==> src/common/ssp_defines.svh <==
/*
  Register offsets, field codes, reset values and sizes for the sync serial port.
  Assumes a 32-bit AXI4-Lite slave with byte addresses of width SSP_ADDR_W.
*/
`ifndef SSP_DEFINES_SVH
`define SSP_DEFINES_SVH

`define SSP_ADDR_W 8
`define SSP_OFF_CTRL 8'h00
`define SSP_OFF_STAT 8'h04
`define SSP_OFF_TXD 8'h08
`define SSP_OFF_RXD 8'h0c
`define SSP_OFF_RXACK 8'h10

`define SSP_MODE_GPO 2'b00
`define SSP_MODE_GPI 2'b01
`define SSP_MODE_ALT 2'b10
`define SSP_MODE_TRI 2'b11

`define SSP_CTRL_RST 32'h0000000f
`define SSP_RESP_OKAY 2'b00
`define SSP_RESP_SLVERR 2'b10

`define SSP_WORD_BITS 16
`define SSP_LAST_BIT 4'hf
`define SSP_RXQ_DEPTH 32
`define SSP_TXQ_DEPTH 30
`define SSP_HALVES_PER_WRITE 2

`endif

==> src/common/ssp_pkg.sv <==
/*
  Types of the sync serial port: control and status layouts, transmitter states.
  Assumes ssp_defines.svh supplies the numeric constants.
*/
package ssp_pkg;

  typedef struct packed {
    logic [11:0] rsvd;
    logic half_order;
    logic rx_fall;
    logic tx_fall;
    logic rx_en;
    logic tx_en;
    logic rx_msb_first;
    logic tx_msb_first;
    logic transmitter_soft_reset;
    logic frame_pulse_length_select;
    logic [3:0] frame_rate_divider_field;
    logic change_detect_irq_enable;
    logic pin_two_output_value;
    logic pin_one_output_value;
    logic [1:0] pin_two_mode_field;
    logic [1:0] pin_one_mode_field;
  } ssp_ctrl_t;

  typedef struct packed {
    logic [14:0] rsvd;
    logic [5:0] rx_count;
    logic [5:0] tx_free;
    logic rx_overrun;
    logic transmit_underrun_flag;
    logic change_seen;
    logic pin_two_input_value;
    logic pin_one_input_value;
  } ssp_stat_t;

  typedef enum logic [1:0] {
    SSP_TX_IDLE = 2'b01,
    SSP_TX_SHIFT = 2'b10
  } ssp_tx_state_t;

endpackage

==> src/verilog/ssp_sync_serial_port.sv <==
/*
  Full-duplex sync serial port with word queues, two configurable pins and a
  frame-sync generator, reached over an AXI4-Lite slave.
  Assumes all serial pins are synchronous to aclk and change at most every other cycle.
*/
// Local design decisions: the placing of the registers and the AXI4-Lite slave port.
`include "ssp_defines.svh"
`timescale 1ns/1ps
`default_nettype none

module ssp_sync_serial_port import ssp_pkg::*; #(
  parameter int RX_DEPTH = `SSP_RXQ_DEPTH,
  parameter int TX_DEPTH = `SSP_TXQ_DEPTH
) (
  // Clock and reset
  input wire logic aclk,
  input wire logic aresetn,
  // AXI4-Lite write
  input wire logic [`SSP_ADDR_W-1:0] s_axi_awaddr,
  input wire logic s_axi_awvalid,
  output logic s_axi_awready,
  input wire logic [31:0] s_axi_wdata,
  input wire logic [3:0] s_axi_wstrb,
  input wire logic s_axi_wvalid,
  output logic s_axi_wready,
  output logic [1:0] s_axi_bresp,
  output logic s_axi_bvalid,
  input wire logic s_axi_bready,
  // AXI4-Lite read
  input wire logic [`SSP_ADDR_W-1:0] s_axi_araddr,
  input wire logic s_axi_arvalid,
  output logic s_axi_arready,
  output logic [31:0] s_axi_rdata,
  output logic [1:0] s_axi_rresp,
  output logic s_axi_rvalid,
  input wire logic s_axi_rready,
  // Serial link
  input wire logic serial_receive_clock_pin,
  input wire logic receive_frame_sync_pin,
  input wire logic serial_receive_data_pin,
  output logic serial_transmit_data_pin,
  // Configurable pins
  input wire logic config_pin_one_in,
  output logic config_pin_one_out,
  output logic config_pin_one_oe_n,
  input wire logic config_pin_two_in,
  output logic config_pin_two_out,
  output logic config_pin_two_oe_n,
  // Change detector interrupt
  output logic change_detect_irq
);

  localparam int PW = $clog2(RX_DEPTH);
  localparam int CW = $clog2(RX_DEPTH + 1);
  localparam int HW = `SSP_WORD_BITS;

  function automatic logic [PW-1:0] ptr_inc(input logic [PW-1:0] p, input int depth);
    ptr_inc = (p == PW'(depth - 1)) ? '0 : p + 1'b1;
  endfunction

  function automatic logic clk_edge(input logic prev, input logic now, input logic fall);
    clk_edge = fall ? (prev & ~now) : (~prev & now);
  endfunction

  function automatic logic [HW-1:0] shift_one(input logic [HW-1:0] sr, input logic b,
                                              input logic msb_first);
    shift_one = msb_first ? {sr[HW-2:0], b} : {b, sr[HW-1:1]};
  endfunction

  // Bus side state
  logic aw_held_reg, aw_held_next, w_held_reg, w_held_next;
  logic [`SSP_ADDR_W-1:0] aw_addr_reg, aw_addr_next;
  logic [31:0] w_data_reg, w_data_next, rdata_reg, rdata_next;
  logic [3:0] w_strb_reg, w_strb_next;
  logic bvalid_reg, bvalid_next, rvalid_reg, rvalid_next;
  logic [1:0] bresp_reg, bresp_next, rresp_reg, rresp_next;
  logic tx_pend_reg, tx_pend_next;
  logic [HW-1:0] tx_pend_word_reg, tx_pend_word_next;
  logic wr_go, ctrl_wr, tx_push, rx_pop;
  logic [HW-1:0] tx_push_data;
  logic [31:0] w1c;
  logic [CW-1:0] tx_free;
  ssp_stat_t stat_w;

  // Control and flags
  ssp_ctrl_t ctrl_reg, ctrl_next;
  logic soft_rst;
  logic change_seen_reg, change_seen_next, underrun_reg, underrun_next;
  logic overrun_reg, overrun_next, irq_reg, irq_next;
  logic change_set, underrun_set, overrun_set;

  // Receive side
  logic rclk_q_reg, rx_edge, rx_run_reg, rx_run_next, rx_push;
  logic [HW-1:0] rx_sr_reg, rx_sr_next, rx_head;
  logic [3:0] rx_bits_reg, rx_bits_next, rx_idx;
  logic [PW-1:0] rx_wptr_reg, rx_wptr_next, rx_rptr_reg, rx_rptr_next;
  logic [CW-1:0] rx_count_reg, rx_count_next;

  // Transmit side
  ssp_tx_state_t tx_state_reg, tx_state_next;
  logic tclk_q_reg, tclk_src, tx_edge, tx_fs, tx_pop, tx_load;
  logic tx_out_reg, tx_out_next;
  logic [HW-1:0] tx_sr_reg, tx_sr_next, tx_last_reg, tx_last_next, tx_head, tx_word;
  logic [3:0] tx_bits_reg, tx_bits_next;
  logic [PW-1:0] tx_wptr_reg, tx_wptr_next, tx_rptr_reg, tx_rptr_next;
  logic [CW-1:0] tx_count_reg, tx_count_next;

  // Frame generator and pins
  logic [3:0] gen_bits_reg, gen_bits_next, gen_frame_reg, gen_frame_next;
  logic gen_fs_reg, gen_fs_next;
  logic p1_s1_reg, p1_s2_reg, p1_s3_reg, p2_in_reg;
  logic p1_oe_n_reg, p1_oe_n_next, p2_out_reg, p2_out_next, p2_oe_n_reg, p2_oe_n_next;

  // AXI4-Lite slave only; the port issues no bus requests of its own
  assign s_axi_awready = ~aw_held_reg;
  assign s_axi_wready = ~w_held_reg;
  assign s_axi_bvalid = bvalid_reg;
  assign s_axi_bresp = bresp_reg;
  assign s_axi_arready = ~rvalid_reg;
  assign s_axi_rvalid = rvalid_reg;
  assign s_axi_rdata = rdata_reg;
  assign s_axi_rresp = rresp_reg;
  // A pending second halfword holds off the next write so only one push happens per cycle
  assign wr_go = aw_held_reg & w_held_reg & ~bvalid_reg & ~tx_pend_reg;
  // Counts live in the aclk domain, so status needs no crossing
  assign tx_free = CW'(TX_DEPTH) - tx_count_reg;

  always_comb begin
    stat_w = '0;
    stat_w.pin_one_input_value = (ctrl_reg.pin_one_mode_field == `SSP_MODE_GPI) & p1_s2_reg;
    stat_w.pin_two_input_value = (ctrl_reg.pin_two_mode_field == `SSP_MODE_GPI) & p2_in_reg;
    stat_w.change_seen = change_seen_reg;
    stat_w.transmit_underrun_flag = underrun_reg;
    stat_w.rx_overrun = overrun_reg;
    stat_w.tx_free = tx_free;
    stat_w.rx_count = rx_count_reg;
  end

  always_comb begin
    aw_held_next = aw_held_reg;
    aw_addr_next = aw_addr_reg;
    w_held_next = w_held_reg;
    w_data_next = w_data_reg;
    w_strb_next = w_strb_reg;
    bvalid_next = bvalid_reg & ~s_axi_bready;
    bresp_next = bresp_reg;
    rvalid_next = rvalid_reg & ~s_axi_rready;
    rdata_next = rdata_reg;
    rresp_next = rresp_reg;
    tx_pend_next = 1'b0;
    tx_pend_word_next = tx_pend_word_reg;
    tx_push = tx_pend_reg;
    tx_push_data = tx_pend_word_reg;
    rx_pop = 1'b0;
    ctrl_wr = 1'b0;
    w1c = '0;
    if (s_axi_awvalid && !aw_held_reg) begin
      aw_held_next = 1'b1;
      aw_addr_next = s_axi_awaddr;
    end
    if (s_axi_wvalid && !w_held_reg) begin
      w_held_next = 1'b1;
      w_data_next = s_axi_wdata;
      w_strb_next = s_axi_wstrb;
    end
    if (wr_go) begin
      aw_held_next = 1'b0;
      w_held_next = 1'b0;
      bvalid_next = 1'b1;
      bresp_next = `SSP_RESP_OKAY;
      case (aw_addr_reg)
        `SSP_OFF_CTRL: ctrl_wr = 1'b1;
        `SSP_OFF_STAT: w1c = w_data_reg;
        `SSP_OFF_TXD: begin
          // Both halves must fit, otherwise the whole word is refused
          if (tx_free >= CW'(`SSP_HALVES_PER_WRITE)) begin
            tx_push = 1'b1;
            tx_pend_next = 1'b1;
            tx_push_data = ctrl_reg.half_order ? w_data_reg[31:16] : w_data_reg[15:0];
            tx_pend_word_next = ctrl_reg.half_order ? w_data_reg[15:0] : w_data_reg[31:16];
          end else begin
            bresp_next = `SSP_RESP_SLVERR;
          end
        end
        `SSP_OFF_RXACK: rx_pop = w_data_reg[0] & (rx_count_reg != '0);
        default: bresp_next = `SSP_RESP_SLVERR;
      endcase
    end
    if (s_axi_arvalid && !rvalid_reg) begin
      rvalid_next = 1'b1;
      rresp_next = `SSP_RESP_OKAY;
      case (s_axi_araddr)
        `SSP_OFF_CTRL: rdata_next = ctrl_reg;
        `SSP_OFF_STAT: rdata_next = stat_w;
        // Reading has no side effect; the word is retired only by the acknowledge
        `SSP_OFF_RXD: rdata_next = {16'h0000, (rx_count_reg != '0) ? rx_head : 16'h0000};
        default: begin
          rdata_next = '0;
          rresp_next = `SSP_RESP_SLVERR;
        end
      endcase
    end
  end

  always_comb begin
    ctrl_next = ctrl_reg;
    soft_rst = 1'b0;
    if (ctrl_wr) begin
      for (int i = 0; i < 4; i++) begin
        if (w_strb_reg[i]) begin
          ctrl_next[i*8 +: 8] = w_data_reg[i*8 +: 8];
        end
      end
      ctrl_next.rsvd = '0;
      if (ctrl_next.transmitter_soft_reset) begin
        soft_rst = 1'b1;
        ctrl_next.pin_one_mode_field = `SSP_MODE_TRI;
        ctrl_next.pin_two_mode_field = `SSP_MODE_TRI;
        ctrl_next.transmitter_soft_reset = 1'b0;
      end
    end
  end

  // Sticky flags: a set in the same cycle as its clear wins
  always_comb begin
    change_set = (ctrl_reg.pin_one_mode_field == `SSP_MODE_GPI) & (p1_s2_reg ^ p1_s3_reg);
    change_seen_next = change_set | (change_seen_reg & ~w1c[2]);
    underrun_next = underrun_set | (underrun_reg & ~w1c[3]);
    overrun_next = overrun_set | (overrun_reg & ~w1c[4]);
    irq_next = change_seen_next & ctrl_next.change_detect_irq_enable;
  end

  // Receive: capture on the far end's clock, realigned by its frame sync
  assign rx_edge = clk_edge(rclk_q_reg, serial_receive_clock_pin, ctrl_reg.rx_fall);
  assign rx_idx = receive_frame_sync_pin ? 4'h0 : rx_bits_reg;

  always_comb begin
    rx_sr_next = rx_sr_reg;
    rx_bits_next = rx_bits_reg;
    rx_run_next = rx_run_reg;
    rx_wptr_next = rx_wptr_reg;
    rx_rptr_next = rx_pop ? ptr_inc(rx_rptr_reg, RX_DEPTH) : rx_rptr_reg;
    rx_push = 1'b0;
    overrun_set = 1'b0;
    if (!ctrl_reg.rx_en) begin
      rx_run_next = 1'b0;
      rx_bits_next = '0;
    end else if (rx_edge && (rx_run_reg || receive_frame_sync_pin)) begin
      rx_run_next = 1'b1;
      rx_sr_next = shift_one(rx_sr_reg, serial_receive_data_pin, ctrl_reg.rx_msb_first);
      rx_bits_next = rx_idx + 1'b1;
      if (rx_idx == `SSP_LAST_BIT) begin
        if (rx_count_reg == CW'(RX_DEPTH)) begin
          overrun_set = 1'b1;
        end else begin
          rx_push = 1'b1;
          rx_wptr_next = ptr_inc(rx_wptr_reg, RX_DEPTH);
        end
      end
    end
    rx_count_next = rx_count_reg + CW'(rx_push) - CW'(rx_pop);
  end

  // Transmit clock and frame sync selection
  always_comb begin
    tclk_src = (ctrl_reg.pin_one_mode_field == `SSP_MODE_ALT) ? config_pin_one_in
                                                              : serial_receive_clock_pin;
    case (ctrl_reg.pin_two_mode_field)
      `SSP_MODE_ALT: tx_fs = gen_fs_reg;
      `SSP_MODE_TRI: tx_fs = config_pin_two_in;
      default: tx_fs = receive_frame_sync_pin;
    endcase
  end

  assign tx_edge = clk_edge(tclk_q_reg, tclk_src, ctrl_reg.tx_fall);

  // Shifts alongside the receiver, sharing its clock unless pin one is ALT and, unless pin two is ALT or TRI, its frame sync
  always_comb begin
    tx_state_next = tx_state_reg;
    tx_sr_next = tx_sr_reg;
    tx_last_next = tx_last_reg;
    tx_bits_next = tx_bits_reg;
    tx_out_next = tx_out_reg;
    tx_wptr_next = tx_push ? ptr_inc(tx_wptr_reg, TX_DEPTH) : tx_wptr_reg;
    tx_load = 1'b0;
    tx_pop = 1'b0;
    underrun_set = 1'b0;
    case (tx_state_reg)
      SSP_TX_IDLE: tx_load = tx_edge & ctrl_reg.tx_en & tx_fs;
      SSP_TX_SHIFT: tx_load = tx_edge & (tx_fs | (tx_bits_reg == 4'h0));
      default: tx_state_next = SSP_TX_IDLE;
    endcase
    tx_word = tx_sr_reg;
    if (tx_load) begin
      tx_state_next = SSP_TX_SHIFT;
      tx_pop = tx_count_reg != '0;
      underrun_set = ~tx_pop;
      tx_word = tx_pop ? tx_head : tx_last_reg;
      tx_last_next = tx_word;
    end
    if (tx_edge && tx_state_next == SSP_TX_SHIFT) begin
      // Send bit 15 or bit 0 first, one bit per active edge
      tx_out_next = ctrl_reg.tx_msb_first ? tx_word[HW-1] : tx_word[0];
      tx_sr_next = shift_one(tx_word, 1'b0, ctrl_reg.tx_msb_first);
      tx_bits_next = tx_load ? 4'h1 : tx_bits_reg + 1'b1;
    end
    tx_rptr_next = tx_pop ? ptr_inc(tx_rptr_reg, TX_DEPTH) : tx_rptr_reg;
    tx_count_next = tx_count_reg + CW'(tx_push) - CW'(tx_pop);
    if (!ctrl_reg.tx_en || soft_rst) begin
      tx_state_next = SSP_TX_IDLE;
      tx_bits_next = '0;
    end
    if (soft_rst) begin
      tx_wptr_next = '0;
      tx_rptr_next = '0;
      tx_count_next = '0;
      tx_out_next = 1'b0;
    end
  end

  // Frame generator: 16 bits per word, divider+1 words per frame
  always_comb begin
    gen_bits_next = gen_bits_reg;
    gen_frame_next = gen_frame_reg;
    gen_fs_next = gen_fs_reg;
    if (soft_rst) begin
      gen_bits_next = '0;
      gen_frame_next = '0;
      gen_fs_next = 1'b0;
    end else if (tx_edge) begin
      gen_bits_next = gen_bits_reg + 1'b1;
      if (gen_bits_reg == `SSP_LAST_BIT) begin
        gen_frame_next = (gen_frame_reg == ctrl_reg.frame_rate_divider_field) ? 4'h0
                                                                              : gen_frame_reg + 1'b1;
      end
      // Word-long pulse covers the first word, bit-long only its first bit
      gen_fs_next = (gen_frame_next == 4'h0) &
                    (ctrl_reg.frame_pulse_length_select | (gen_bits_next == 4'h0));
    end
  end

  // Pin drivers; enables are low while driving
  always_comb begin
    p1_oe_n_next = ctrl_reg.pin_one_mode_field != `SSP_MODE_GPO;
    p2_oe_n_next = (ctrl_reg.pin_two_mode_field != `SSP_MODE_GPO) &
                   (ctrl_reg.pin_two_mode_field != `SSP_MODE_ALT);
    p2_out_next = (ctrl_reg.pin_two_mode_field == `SSP_MODE_ALT) ? gen_fs_reg
                                                                 : ctrl_reg.pin_two_output_value;
  end

  assign config_pin_one_out = ctrl_reg.pin_one_output_value;
  assign config_pin_one_oe_n = p1_oe_n_reg;
  assign config_pin_two_out = p2_out_reg;
  assign config_pin_two_oe_n = p2_oe_n_reg;
  assign serial_transmit_data_pin = tx_out_reg;
  assign change_detect_irq = irq_reg;

  ssp_word_mem #(.WIDTH(HW), .DEPTH(RX_DEPTH), .AW(PW)) u_rx_mem (
    .clk(aclk),
    .we(rx_push),
    .waddr(rx_wptr_reg),
    .wdata(rx_sr_next),
    .raddr(rx_rptr_next),
    .rdata_reg(rx_head)
  );

  ssp_word_mem #(.WIDTH(HW), .DEPTH(TX_DEPTH), .AW(PW)) u_tx_mem (
    .clk(aclk),
    .we(tx_push),
    .waddr(tx_wptr_reg),
    .wdata(tx_push_data),
    .raddr(tx_rptr_next),
    .rdata_reg(tx_head)
  );

  always_ff @(posedge aclk) begin
    if (!aresetn) begin
      aw_held_reg <= 1'b0;
      aw_addr_reg <= '0;
      w_held_reg <= 1'b0;
      w_data_reg <= '0;
      w_strb_reg <= '0;
      bvalid_reg <= 1'b0;
      bresp_reg <= `SSP_RESP_OKAY;
      rvalid_reg <= 1'b0;
      rdata_reg <= '0;
      rresp_reg <= `SSP_RESP_OKAY;
      tx_pend_reg <= 1'b0;
      tx_pend_word_reg <= '0;
      ctrl_reg <= `SSP_CTRL_RST;
      change_seen_reg <= 1'b0;
      underrun_reg <= 1'b0;
      overrun_reg <= 1'b0;
      irq_reg <= 1'b0;
      rclk_q_reg <= 1'b0;
      rx_sr_reg <= '0;
      rx_bits_reg <= '0;
      rx_run_reg <= 1'b0;
      rx_wptr_reg <= '0;
      rx_rptr_reg <= '0;
      rx_count_reg <= '0;
      tclk_q_reg <= 1'b0;
      tx_state_reg <= SSP_TX_IDLE;
      tx_sr_reg <= '0;
      tx_last_reg <= '0;
      tx_bits_reg <= '0;
      tx_out_reg <= 1'b0;
      tx_wptr_reg <= '0;
      tx_rptr_reg <= '0;
      tx_count_reg <= '0;
      gen_bits_reg <= '0;
      gen_frame_reg <= '0;
      gen_fs_reg <= 1'b0;
      p1_s1_reg <= 1'b0;
      p1_s2_reg <= 1'b0;
      p1_s3_reg <= 1'b0;
      p2_in_reg <= 1'b0;
      p1_oe_n_reg <= 1'b1;
      p2_out_reg <= 1'b0;
      p2_oe_n_reg <= 1'b1;
    end else begin
      aw_held_reg <= aw_held_next;
      aw_addr_reg <= aw_addr_next;
      w_held_reg <= w_held_next;
      w_data_reg <= w_data_next;
      w_strb_reg <= w_strb_next;
      bvalid_reg <= bvalid_next;
      bresp_reg <= bresp_next;
      rvalid_reg <= rvalid_next;
      rdata_reg <= rdata_next;
      rresp_reg <= rresp_next;
      tx_pend_reg <= tx_pend_next;
      tx_pend_word_reg <= tx_pend_word_next;
      ctrl_reg <= ctrl_next;
      change_seen_reg <= change_seen_next;
      underrun_reg <= underrun_next;
      overrun_reg <= overrun_next;
      irq_reg <= irq_next;
      rclk_q_reg <= serial_receive_clock_pin;
      rx_sr_reg <= rx_sr_next;
      rx_bits_reg <= rx_bits_next;
      rx_run_reg <= rx_run_next;
      rx_wptr_reg <= rx_wptr_next;
      rx_rptr_reg <= rx_rptr_next;
      rx_count_reg <= rx_count_next;
      tclk_q_reg <= tclk_src;
      tx_state_reg <= tx_state_next;
      tx_sr_reg <= tx_sr_next;
      tx_last_reg <= tx_last_next;
      tx_bits_reg <= tx_bits_next;
      tx_out_reg <= tx_out_next;
      tx_wptr_reg <= tx_wptr_next;
      tx_rptr_reg <= tx_rptr_next;
      tx_count_reg <= tx_count_next;
      gen_bits_reg <= gen_bits_next;
      gen_frame_reg <= gen_frame_next;
      gen_fs_reg <= gen_fs_next;
      p1_s1_reg <= config_pin_one_in;
      p1_s2_reg <= p1_s1_reg;
      p1_s3_reg <= p1_s2_reg;
      p2_in_reg <= config_pin_two_in;
      p1_oe_n_reg <= p1_oe_n_next;
      p2_out_reg <= p2_out_next;
      p2_oe_n_reg <= p2_oe_n_next;
    end
  end

endmodule // ssp_sync_serial_port

`default_nettype wire

==> src/verilog/ssp_word_mem.sv <==
/*
  Word memory for one serial queue: one write port, registered read.
  Assumes pointers stay below DEPTH; a write to the address being read is forwarded.
*/
`timescale 1ns/1ps
`default_nettype none

module ssp_word_mem #(
  parameter int WIDTH = 16,
  parameter int DEPTH = 32,
  parameter int AW = 5
) (
  // Clock
  input wire logic clk,
  // Write side
  input wire logic we,
  input wire logic [AW-1:0] waddr,
  input wire logic [WIDTH-1:0] wdata,
  // Read side
  input wire logic [AW-1:0] raddr,
  output logic [WIDTH-1:0] rdata_reg
);

  logic [WIDTH-1:0] mem [DEPTH];
  logic [WIDTH-1:0] rdata_next;

  always_comb begin
    rdata_next = mem[raddr];
    // Forwarding keeps a word written into an empty queue visible at once
    if (we && (waddr == raddr)) begin
      rdata_next = wdata;
    end
  end

  always_ff @(posedge clk) begin
    if (we) begin
      mem[waddr] <= wdata;
    end
    rdata_reg <= rdata_next;
  end

endmodule // ssp_word_mem

`default_nettype wire
==> config.mk <==
export PLATFORM = sky130hd
export DESIGN_NAME = ssp_sync_serial_port
export DESIGN_NICKNAME = d
export VERILOG_FILES = /design/src/common/ssp_pkg.sv /design/src/verilog/ssp_sync_serial_port.sv /design/src/verilog/ssp_word_mem.sv
export VERILOG_INCLUDE_DIRS = /design/src /design/src/common
export SDC_FILE = /design/constraint.sdc
export NUM_CORES = 1
export LEC_CHECK = 0
export BUFFER_PORTS_ARGS = -buffer_cell sky130_fd_sc_hd__buf_2
export CAP_MARGIN = 30
export CORE_MARGIN = 2
export CORE_UTILIZATION = 25
export CTS_CLUSTER_DIAMETER = 60
export DETAILED_ROUTE_END_ITERATION = 12
export HOLD_SLACK_MARGIN = 0.15
export PLACE_DENSITY = 0.38
export SKIP_LAST_GASP = 1
export SLEW_MARGIN = 0
export SYNTH_ARGS = -nofsm -noshare
export SYNTH_HDL_FRONTEND = slang
export SYNTH_SLANG_ARGS = --single-unit
==> constraint.sdc <==
create_clock -name aclk -period 8.7 [get_ports aclk]
set_input_delay 0.87 -clock aclk [delete_from_list [all_inputs] [get_ports aclk]]
set_output_delay 0.87 -clock aclk [all_outputs]
set_load 0.005 [all_outputs]
# After elaboration in Yosys (flattened, before gate mapping)
# Memories as Yosys holds them, arrays and structs flattened. A register that Yosys moved wholly into a read port is not among the register bits.
# Cells that the tools add are included.
[word_totals]
ff_bits = 233
ram_bits = 992
memories = 2
[op_classes]
n_addsub = 13
n_lt_le_gt_ge = 1
n_eq_ne = 23
n_mux = 71
bitwise = 45
n_reduce_logical = 35
[mem_list]
columns = ["memory", "words", "word_bits", "read_ports", "rd_ports_with_merged_regs", "wr", "line", "rtl"]
rows = [
  ["u_rx_mem.mem", 32, 16, 1, 1, 1, "ssp_word_mem.sv:24", "logic [WIDTH-1:0] mem [DEPTH];"],
  ["u_tx_mem.mem", 30, 16, 1, 1, 1, "ssp_word_mem.sv:24", ""],
]
[ops]
columns = ["cell", "n"]
rows = [
  ["$mux W16", 12],
  ["$pmux W20 S3", 1],
  ["$mux W5", 9],
  ["$mux W1", 31],
  ["$mux W4", 7],
  ["$and A1 B1 Y1", 22],
  ["$add A5 B1 Y5 const B", 4],
  ["$eq A5 B5 Y1 const B", 4],
  ["$not A1 Y1", 17],
  ["$add A4 B1 Y4 const B", 4],
  ["$eq A8 B3 Y1 const B", 2],
  ["$eq A8 B4 Y1 const B", 2],
  ["$logic_not A8 Y1", 2],
  ["$mux W8", 2],
  ["$mux W7", 2],
  ["$add A6 B1 Y6", 2],
  ["$logic_not A4 Y1", 3],
  ["$reduce_bool A6 Y1", 2],
  ["$sub A6 B1 Y6", 2],
  ["$eq A2 B2 Y1 const B", 5],
  ["$reduce_and A2 Y1", 5],
  ["$eq A4 B4 Y1 const B", 2],
  ["$eq A8 B5 Y1 const B", 1],
  ["$mux W2", 4],
  ["other kinds (18)", 41],
]

# Depth between registers and ports, before layout
# Gate-level depths: netlist (run 1).
[depth]
word_depth = 11
ltp_mapped = 16
mapped_depth_nobuf = 16

# By module
# From an unflattened synthesis (run 1), not the netlist that was laid out.
[hier_totals]
hier_cells = 3316
area_unflattened_um2 = 49727.7
[by_module_without_submodules]
columns = ["mod", "n_inst", "cells_each", "area_each_um2", "seq_area_each_um2"]
rows = [
  ["ssp_word_mem (u_rx_mem)", 1, 1132, 20314.5, 15474.8],
  ["ssp_word_mem (u_tx_mem)", 1, 930, 18913.1, 14513.9],
  ["ssp_sync_serial_port", 1, 1254, 10500.1, 4384.2],
]

# Worst setup path before layout (run 1)
# OpenSTA, ideal clock, no wires.
[synth_path]
kind = "input port to flip-flop"
from = "input port serial_receive_clock_pin"
to = "memory u_rx_mem.mem[0][12], data pin"
setup_ps = 460
t_arrival_ps = 3234
t_required_ps = 8240
path_slack_ps = 5005
stages = 5
cell_sequence = "or3b_1 > a21oi_4 > nand2_1 > clkbuf_1 > o21ai_0"
[synth_between]
elab_chain_len = 6
[synth_lines]
columns = ["item", "line", "rtl"]
rows = [
  ["from (decl)", "ssp_sync_serial_port.sv:38", "input wire logic serial_receive_clock_pin,"],
  ["$not A1 Y1", "ssp_sync_serial_port.sv:62", "clk_edge = fall ? (prev & ~now) : (~prev & now);"],
  ["$and A1 B1 Y1", "ssp_sync_serial_port.sv:62", ""],
  ["$mux W1 (*)", "ssp_sync_serial_port.sv:62", ""],
  ["$logic_and A1 B1 Y1 (*)", "ssp_sync_serial_port.sv:248", "end else if (rx_edge && (rx_run_reg || receive_frame_sync_pin)) begin"],
  ["$mux W16 (*)", "ssp_sync_serial_port.sv:248", ""],
  ["$mux W16 (*)", "ssp_sync_serial_port.sv:245", "if (!ctrl_reg.rx_en) begin"],
  ["named net rx_sr_next[12]", "ssp_sync_serial_port.sv:94", "logic [HW-1:0] rx_sr_reg, rx_sr_next, rx_head;"],
  ["to (decl)", "ssp_word_mem.sv:24", ""],
]
# Mark *: on every way through the listed nets, which the timed path passes. The rest lies on a longest branch.

==> results of run 1 <==
[layer usage]
metal / wire [um] / vias up
met5: 0 / -
met3: 5090 / 179
li1: - / 12000
met1: 62900 / 13700
met2: 65200 / 471
met4: 3600 / 0
[cells by family after synthesis]
group,synth area share [%]
buffers and inverters,2.06
flip-flops,70.3
AND/OR/NAND/NOR,6.13
adder cells (fa/ha/maj),1.26
multiplexers,14.8
AO/OA/AOI/OAI,4.98
XOR/XNOR,0.430
other,0.00767
[worst paths after layout]
| path | to | slack, ns | cells after the start |
|---|---|---|---|
| setup / recovery | tx_sr_reg[1] | 4.75 | 8 |
| hold / removal | s_axi_rvalid | 0.30 | 2 |
| setup reg to reg | tx_sr_reg[1] | 4.75 | 8 |
| hold reg to reg | p1_s2_reg | 0.43 | 1 |
[Yosys cell counts (4+ instances only)]
library cell / count / area [um^2]
a211oi_1: 33 / 248
a21oi_1: 123 / 616
a221o_1: 8 / 80.1
a221oi_1: 18 / 158
a22o_1: 6 / 52.6
a22oi_1: 43 / 323
and2_1: 34 / 213
and3_1: 30 / 188
buf_1: 11 / 41.3
buf_2: 36 / 180
buf_4: 32 / 240
buf_6: 4 / 45.0
clkbuf_1: 90 / 338
dfxtp_1: 229 / 4580
edfxtp_1: 992 / 29800
ha_1: 46 / 576
inv_1: 41 / 154
mux2_2: 55 / 619
mux2i_1: 148 / 1480
mux4_2: 226 / 5090
nand2_1: 210 / 788
nand2b_1: 9 / 56.3
nand3_1: 35 / 175
nand3b_1: 10 / 75.1
nand4_1: 8 / 50.1
nor2_1: 192 / 721
nor2b_1: 14 / 87.6
nor3_1: 30 / 150
nor3b_1: 8 / 60.1
nor4_1: 8 / 50.1
nor4b_1: 4 / 35.0
o211ai_1: 7 / 52.6
o21a_1: 6 / 45.0
o21ai_0: 68 / 340
o21ai_1: 6 / 30.0
o221ai_1: 9 / 78.8
o22ai_1: 11 / 68.8
o31ai_1: 4 / 30.0
or3_1: 13 / 81.3
or3b_2: 4 / 35.0
xnor2_1: 10 / 87.6
xor2_1: 14 / 123
[layout make-up]
class                           count  area [um^2]
Tap cell                         2542         3180
Clock buffer                      189         3870
Fill cell                       19300       137000
Clock inverter                     70          713
Multi-Input combinational cell   1530        13900
Timing Repair Buffer              233         1570
Sequential cell                  1221        34400
Inverter                           44          168
Antenna cell                        2         5.00
[stage by stage]
stage                     setup slack, ns  power [mW]
after global routing                 4.42        12.7
after global placement               4.11        6.53
after detailed placement             4.12        6.54
after CTS                            4.64        12.4
final                                4.75        12.3
after floorplan                      5.01        6.47
[worst max-delay path: cells and delay by family (launching register included)]
| family | cells | cell delay, ns |
|---|---|---|
| compound gates | 6 | 2.41 |
| flops | 1 | 0.63 |
| buf+inv | 1 | 0.60 |
| mux | 1 | 0.17 |
[where the power goes]
group          switching (mW)  total [mW]  internal, mW
registers              0.0232        6.28          6.25
clock network            2.47        5.84          3.37
logic                  0.0897       0.134        0.0443
==> results.toml, run 1 <==
[power_and_ir_drop]
peakVddDrop_mv = 0.176
p_leak_nw = 17.8
powerDensity_nw_per_um2 = 212

[clock_tree]
ctsHoldBuffers = 0
clkTransAtPathRegs_ns = 0.06
cts_sinks = 1221
post_cts_buffers = 0
cts_root_buf = "clkbuf_16"
worstSkewPairLatency_ns = 0.77
tritoncts = "done"
clockBufferDepth = 3
post_cts_resized = 0
cts_made_buffers = 145
h-tree-depth = 4

[timing]
worst_pin_slew_ns = 1.05
hold_viol = 0
rsz0062_at_grt = "false"
max_slew_margin_pct = 30.3
clock_skew_ns = 0.0289
fin_crit_sh_pct = 45.4
tns_ns = 0
slew_violations = 0
fmax_mhz = 253
whs_ns = 0.297
setup_viol = 0
fin_crit_ns = 3.95

[placed_design]
dp.cells = 5570
hpwl_um = 83900
place_area_um2 = 53200
port_buffers = 95
gp_congestion = 0.740

[finish]
largest_register_ffs = 512
layout_common_cells = "992 x edfxtp_1, 226 x mux4_2, 220 x dfxtp_1"
final_common_cell = "edfxtp_1"
fin_cells = 5831
final_util_pct = 29.7
syn2layout_area_growth_pct = 18.1
drive_above_1_share_pct = 25.4
final_area_um2 = 57800
final_net_count = 3287

[worst_setup_path]
worstPathRequired_ns = 9.39
endpoint_kind = "flop"
crit_arrival_ns = 4.64
cp_slowest_stage_delay_ns = 0.83
slowest_stage = "a221oi_1"
cp-start-kind = "flop"
crit_fanout = 36
cp_cell_sequence = "buf_4 > mux2i_1 > a22o_1 > a221oi_1 > o211ai_1 > o311ai_1 > o21a_1 > a221o_1"
critPathKind = "reg2reg"

[yosys]
ys_seq_area_share_pct = 70.3
synth-edff-count = 992
yosysUniqueCellTypes = 84
syn_avg_cell_area_um2 = 16.6
synth_seq_cells = 1221
netlist_area_um2 = 48900
ys.flop_type = "edfxtp_1"
syn_inst = 2955
ys_warn_count = 0
synthArstFlopShare_pct = 0

[hold_path]
hold_path_class = "in2reg"
min_from = "s_axi_rready"

[detailed_routing]
vias = 26400
post-route-drc-count = 0
vias_per_cell = 4.53
wl_per_cell_um = 23.5
routed_wl_um = 137000
ant_nets = 0
drtIter0Drc = 1921
drt_pass1_iterations = 5

[floorplanning]
die_h_um = 446
core_area_um2 = 195000
die_w_um = 446
die-area_um2 = 199000
ios = 111
start_util_pct = 25.1
rows = 162

[global_route]
grt_max_degree = 70
grt.total_usage_pct = 13.7
grt_first_pass_wirelength_um = 198000
antenna_found_initial = 4
grt_use_met1_pct = 18.6
grtUsageMet3_pct = 2.27
first_global_vias = 27100
grt.busiest_layer = "met2"
grt_overflow = 0
grt.met2_usage_pct = 22.3

[flow_run]
cap_viol_max_count = 0

[outcome]
outcome = "finished clean"
No activity file was read; power rests on OpenSTA's default activity.
==> inputs of run 2 (changes only) <==
--- a/config.mk
+++ b/config.mk
@@ -13,7 +13,7 @@
 export CTS_CLUSTER_DIAMETER = 60
 export DETAILED_ROUTE_END_ITERATION = 12
 export HOLD_SLACK_MARGIN = 0.15
-export PLACE_DENSITY = 0.38
+export PLACE_DENSITY = 0.39
 export SKIP_LAST_GASP = 1
 export SLEW_MARGIN = 0
 export SYNTH_ARGS = -nofsm -noshare
==> constraint.sdc (replaced) <==
create_clock -name aclk -period 3.2 [get_ports aclk]
set_input_delay 0.32 -clock aclk [delete_from_list [all_inputs] [get_ports aclk]]
set_output_delay 0.32 -clock aclk [all_outputs]
set_load 0.005 [all_outputs]
==> results.toml, run 2 (synthesis results as in run 1) <==
[detailed_routing]
routed_wl_um = 141000
vias = 27300
wl_per_cell_um = 23.3
vias_per_cell = 4.50
drt_pass1_iterations = 5
drtIter0Drc = 1931
ant_nets = 0
post-route-drc-count = 0

[clock_tree]
clkTransAtPathRegs_ns = 0.06
post_cts_buffers = 0
worstSkewPairLatency_ns = 0.78
cts_root_buf = "clkbuf_16"
cts_sinks = 1221
h-tree-depth = 4
cts_made_buffers = 143
clockBufferDepth = 3
tritoncts = "done"

[finish]
final_common_cell = "edfxtp_1"
drive_above_1_share_pct = 27.9
final_net_count = 3527
largest_register_ffs = 512
fin_cells = 6074
syn2layout_area_growth_pct = 24.4
layout_common_cells = "992 x edfxtp_1, 226 x mux4_2, 218 x dfxtp_1"

[worst_setup_path]
endpoint_kind = "flop"
crit_fanout = 16
cp-start-kind = "flop"
crit_start = "tx_count_reg[2]"
crit_path_end = "u_tx_mem.mem[18][7]"
crit_arrival_ns = 3.51
ff2ff_setup_slack_ns = 0.15
worstPathRequired_ns = 3.66
r2r_end = "u_tx_mem.mem[18][7]"
r2r_cells = 10
critPathKind = "reg2reg"
r2r-start = "tx_count_reg[2]"

[power_and_ir_drop]
p_leak_nw = 19.6
peakVddDrop_mv = 0.500
finalPower_mw = 33.5
powerDensity_nw_per_um2 = 550

[timing]
fin_crit_sh_pct = 95.3
worst_pin_slew_ns = 0.840
clock_skew_ns = 0.0355
hold_viol = 0
fin_crit_ns = 3.05
slew_violations = 0
rsz0062_at_grt = "true"
fmax_mhz = 328
max_slew_margin_pct = 43.2
setup_viol = 0
whs_ns = 0.220

[placed_design]
hpwl_um = 91000
gp_congestion = 0.755
dp.cells = 5723
port_buffers = 95

[global_route]
grt.met2_usage_pct = 22.9
grt_max_degree = 79
grtUsageMet3_pct = 2.35
grt_overflow = 0
grt_first_pass_wirelength_um = 205000
grt_use_met1_pct = 19.7
grt.total_usage_pct = 14.1
first_global_vias = 28300
antenna_found_initial = 7
grt.busiest_layer = "met2"

[hold_path]
whs_path_depth = 7
hold_path_class = "in2reg"

[floorplanning]
core_area_um2 = 195000
die_h_um = 446
die_w_um = 446
ios = 111
start_util_pct = 25.1
rows = 162
die-area_um2 = 199000

[outcome]
outcome = "finished clean"

[flow_run]
cap_viol_max_count = 0
==> run 2: changes by cell type in the layout (fill, tap and decap cells not counted), moves of 5 or more <==
cell	before	now
inv_6	3	8
dlygate4sd3_1	0	88
clkinv_2	23	15
buf_4	130	202
clkinv_1	21	27
buf_12	2	90
==> run 2: how the worst min path moves through the flow <==
stage,start,endpoint,slack [ns]
detailed placement,p1_s1_reg,p1_s2_reg,0.42
CTS,s_axi_araddr[0],s_axi_rdata[17],0.15
finish,s_axi_araddr[0],s_axi_rdata[17],0.22
global placement,p1_s1_reg,p1_s2_reg,0.42
global route,s_axi_araddr[0],s_axi_rdata[0],0.25
floorplan,p1_s1_reg,p1_s2_reg,0.41
==> run 2: worst max-delay path, cell delays in order (launching register included) <==
cell and delay [ns]:
dfxtp_2 0.37, ha_1 0.19, nand2b_1 0.09, a21boi_0 0.10, or3_1 0.33, and4b_2 0.30, o41ai_4 0.36, buf_12 0.19
nand2_1 0.30, nor2_1 0.30, buf_12 0.21
==> run 2: cell type report <==
cell class              count  area (um^2)
multi-input cells        1530        13800
clock buffers             182         3780
diodes                      4         10.0
well taps                2542         3180
inverters                  44          168
repair buffers            475         4670
fillers                 19000       134000
clock inverters            76          776
flip-flops and latches   1221        34400
==> run 2: layer usage <==
layer	routed length, um	vias up	part of all wire (%)
met5	0	-	0
met4	2580	0	1.8
met2	67300	435	48
met3	4710	157	3.3
met1	66800	14200	47
li1	-	12500	-
==> run 2: per-stage QoR <==
stage	area [um^2]	worst slack, ns	util, %	setup TNS (ns)
finish	60800	0.150	31.3	0
global route	60800	-0.0457	31.3	-0.117
CTS	60800	-0.0140	31.2	-0.132
detailed placement	55400	-0.0213	28.5	-0.557
global placement	55400	-0.0303	28.5	-1.39
floorplan	49000	-0.0187	-	-4.31
==> run 2: power by group <==
part	leakage [nW]	total, mW	internal, mW	switching, mW
sequential	11.1	17.1	17.0	0.0614
clock	2.19	15.9	9.11	6.80
combinational	6.32	0.486	0.210	0.276
total	19.6	33.5	26.3	7.14
==> run 2: repair_timing <==
action | 4_1_cts | 5_1_grt
hold buffers | 88 | 0
setup endpoints to repair | 89 | 140
pin swaps | 0 | 0
endpoints found under the hold margin | 114 | 0
gates resized for setup | 2 | 4
==> inputs of run 3 (changes only) <==
--- a/config.mk
+++ b/config.mk
@@ -13,7 +13,7 @@
 export CTS_CLUSTER_DIAMETER = 60
 export DETAILED_ROUTE_END_ITERATION = 12
 export HOLD_SLACK_MARGIN = 0.15
-export PLACE_DENSITY = 0.39
+export PLACE_DENSITY = 0.38
 export SKIP_LAST_GASP = 1
 export SLEW_MARGIN = 0
 export SYNTH_ARGS = -nofsm -noshare
==> constraint.sdc (replaced) <==
create_clock -name aclk -period 3.5 [get_ports aclk]
set_input_delay 0.35 -clock aclk [delete_from_list [all_inputs] [get_ports aclk]]
set_output_delay 0.35 -clock aclk [all_outputs]
set_load 0.005 [all_outputs]
==> results.toml, run 3 (synthesis results as in run 1) <==
[outcome]
outcome = "finished clean"

[clock_tree]
cts_made_buffers = 145
post_cts_buffers = 0
clockBufferDepth = 3
h-tree-depth = 4
worstSkewPairLatency_ns = 0.77
cts_sinks = 1221
clkTransAtPathRegs_ns = 0.06
tritoncts = "done"
cts_root_buf = "clkbuf_16"

[power_and_ir_drop]
peakVddDrop_mv = 0.467
finalPower_mw = 30.6
p_leak_nw = 19.2
powerDensity_nw_per_um2 = 511

[global_route]
grt.busiest_layer = "met2"
grt.met2_usage_pct = 22.8
grt.total_usage_pct = 13.9
antenna_found_initial = 6
first_global_vias = 28100
grt_max_degree = 88
grt_use_met1_pct = 19.3
grt_overflow = 0
grtUsageMet3_pct = 2.17
grt_first_pass_wirelength_um = 201000

[timing]
fmax_mhz = 308
clock_skew_ns = 0.0471
layout_setup_ws_ns = 0.258
slew_violations = 0
hold_viol = 0
setup_viol = 0
fin_crit_sh_pct = 92.6
rsz0062_at_grt = "false"
worst_pin_slew_ns = 0.966
tns_ns = 0
fin_crit_ns = 3.24
max_slew_margin_pct = 35.5

[finish]
layout_common_cells = "992 x edfxtp_1, 226 x mux4_2, 220 x dfxtp_1"
syn2layout_area_growth_pct = 22.6
largest_register_ffs = 512
final_common_cell = "edfxtp_1"
fin_cells = 6018
drive_above_1_share_pct = 27.5
final_net_count = 3470

[worst_setup_path]
crit_arrival_ns = 3.67
critPathKind = "reg2reg"
endpoint_kind = "flop"
cp-start-kind = "flop"
worstPathRequired_ns = 3.93
r2r-start = "tx_count_reg[1]"
crit_start = "tx_count_reg[1]"
crit_fanout = 16

[floorplanning]
die-area_um2 = 199000
die_w_um = 446
rows = 162
ios = 111
core_area_um2 = 195000
die_h_um = 446
start_util_pct = 25.1

[detailed_routing]
vias = 27000
drt_pass1_iterations = 7
post-route-drc-count = 0
routed_wl_um = 139000
vias_per_cell = 4.48
drtIter0Drc = 1997
ant_nets = 0
wl_per_cell_um = 23.0

[placed_design]
port_buffers = 95
hpwl_um = 88600
gp_congestion = 0.735
dp.cells = 5690
pre_cts_ws_ns = 0.166

[hold_path]
hold_path_class = "in2reg"
min_from = "s_axi_araddr[2]"

[flow_run]
cap_viol_max_count = 0
run 3: cell count changes in the layout (fill, tap and decap cells not counted), moves of 3 or more:
cell,delta
inv_16,-3
buf_12,-33
nor2_2,+3
clkinvlp_4,-3
dlygate4sd3_1,-25
nor2_1,-3
clkbuf_8,+11
run 3: worst max-delay path, cell delays in order (launching register included):
cell and delay (ns):
dfxtp_1 0.35, ha_1 0.21, nand2b_1 0.09, a21boi_0 0.10
or3_1 0.33, and4b_1 0.29, o41ai_4 0.44, buf_4 0.29
nand2_1 0.29, nor2_1 0.18, buf_4 0.30
run 3: area by class of cell:
cell class | count | area (um^2)
sequential | 1221 | 34400
clock inverter | 69 | 622
inverter | 44 | 168
antenna | 2 | 5.00
multi-input combinational | 1530 | 13900
timing repair buffer | 416 | 3760
clock buffer | 194 | 3980
tap | 2542 | 3180
fill | 19100 | 135000
run 3: per-layer routing:
metal	up-vias	routed length (um)
met2	419	66200
met1	14000	65700
li1	12400	-
met4	0	2200
met3	166	4430
met5	-	0
run 3: final timing paths:
kind / end / slack (ns) / cells past startpoint
worst max-delay path: u_tx_mem.mem[27][7] / 0.26 / 10
worst min register to register: p1_s2_reg / 0.44 / 1
worst max register to register: u_tx_mem.mem[27][7] / 0.26 / 10
worst min-delay path: s_axi_rdata[12] / 0.21 / 3
run 3: stage by stage:
step	hold slack [ns]	utilization, %	cell area, um^2
2_1_floorplan	0.412	-	49000
4_1_cts	0.166	30.8	60000
3_5_place_dp	0.423	28.1	54700
5_1_grt	0.258	30.8	60000
6_report	0.212	30.8	60000
3_3_place_gp	0.425	28.1	54700
run 3: repair_timing:
action / CTS / global route
hold buffers: 63 / 0
resized for setup: 0 / 1
setup endpoints to repair: 0 / 30
hold endpoints to repair: 63 / 0
run 3: power breakdown:
| part | leakage, nW | switching (mW) | internal [mW] |
|---|---|---|---|
| registers | 11.1 | 0.0531 | 15.5 |
| logic | 5.91 | 0.250 | 0.168 |
| clock network | 2.24 | 6.10 | 8.53 |
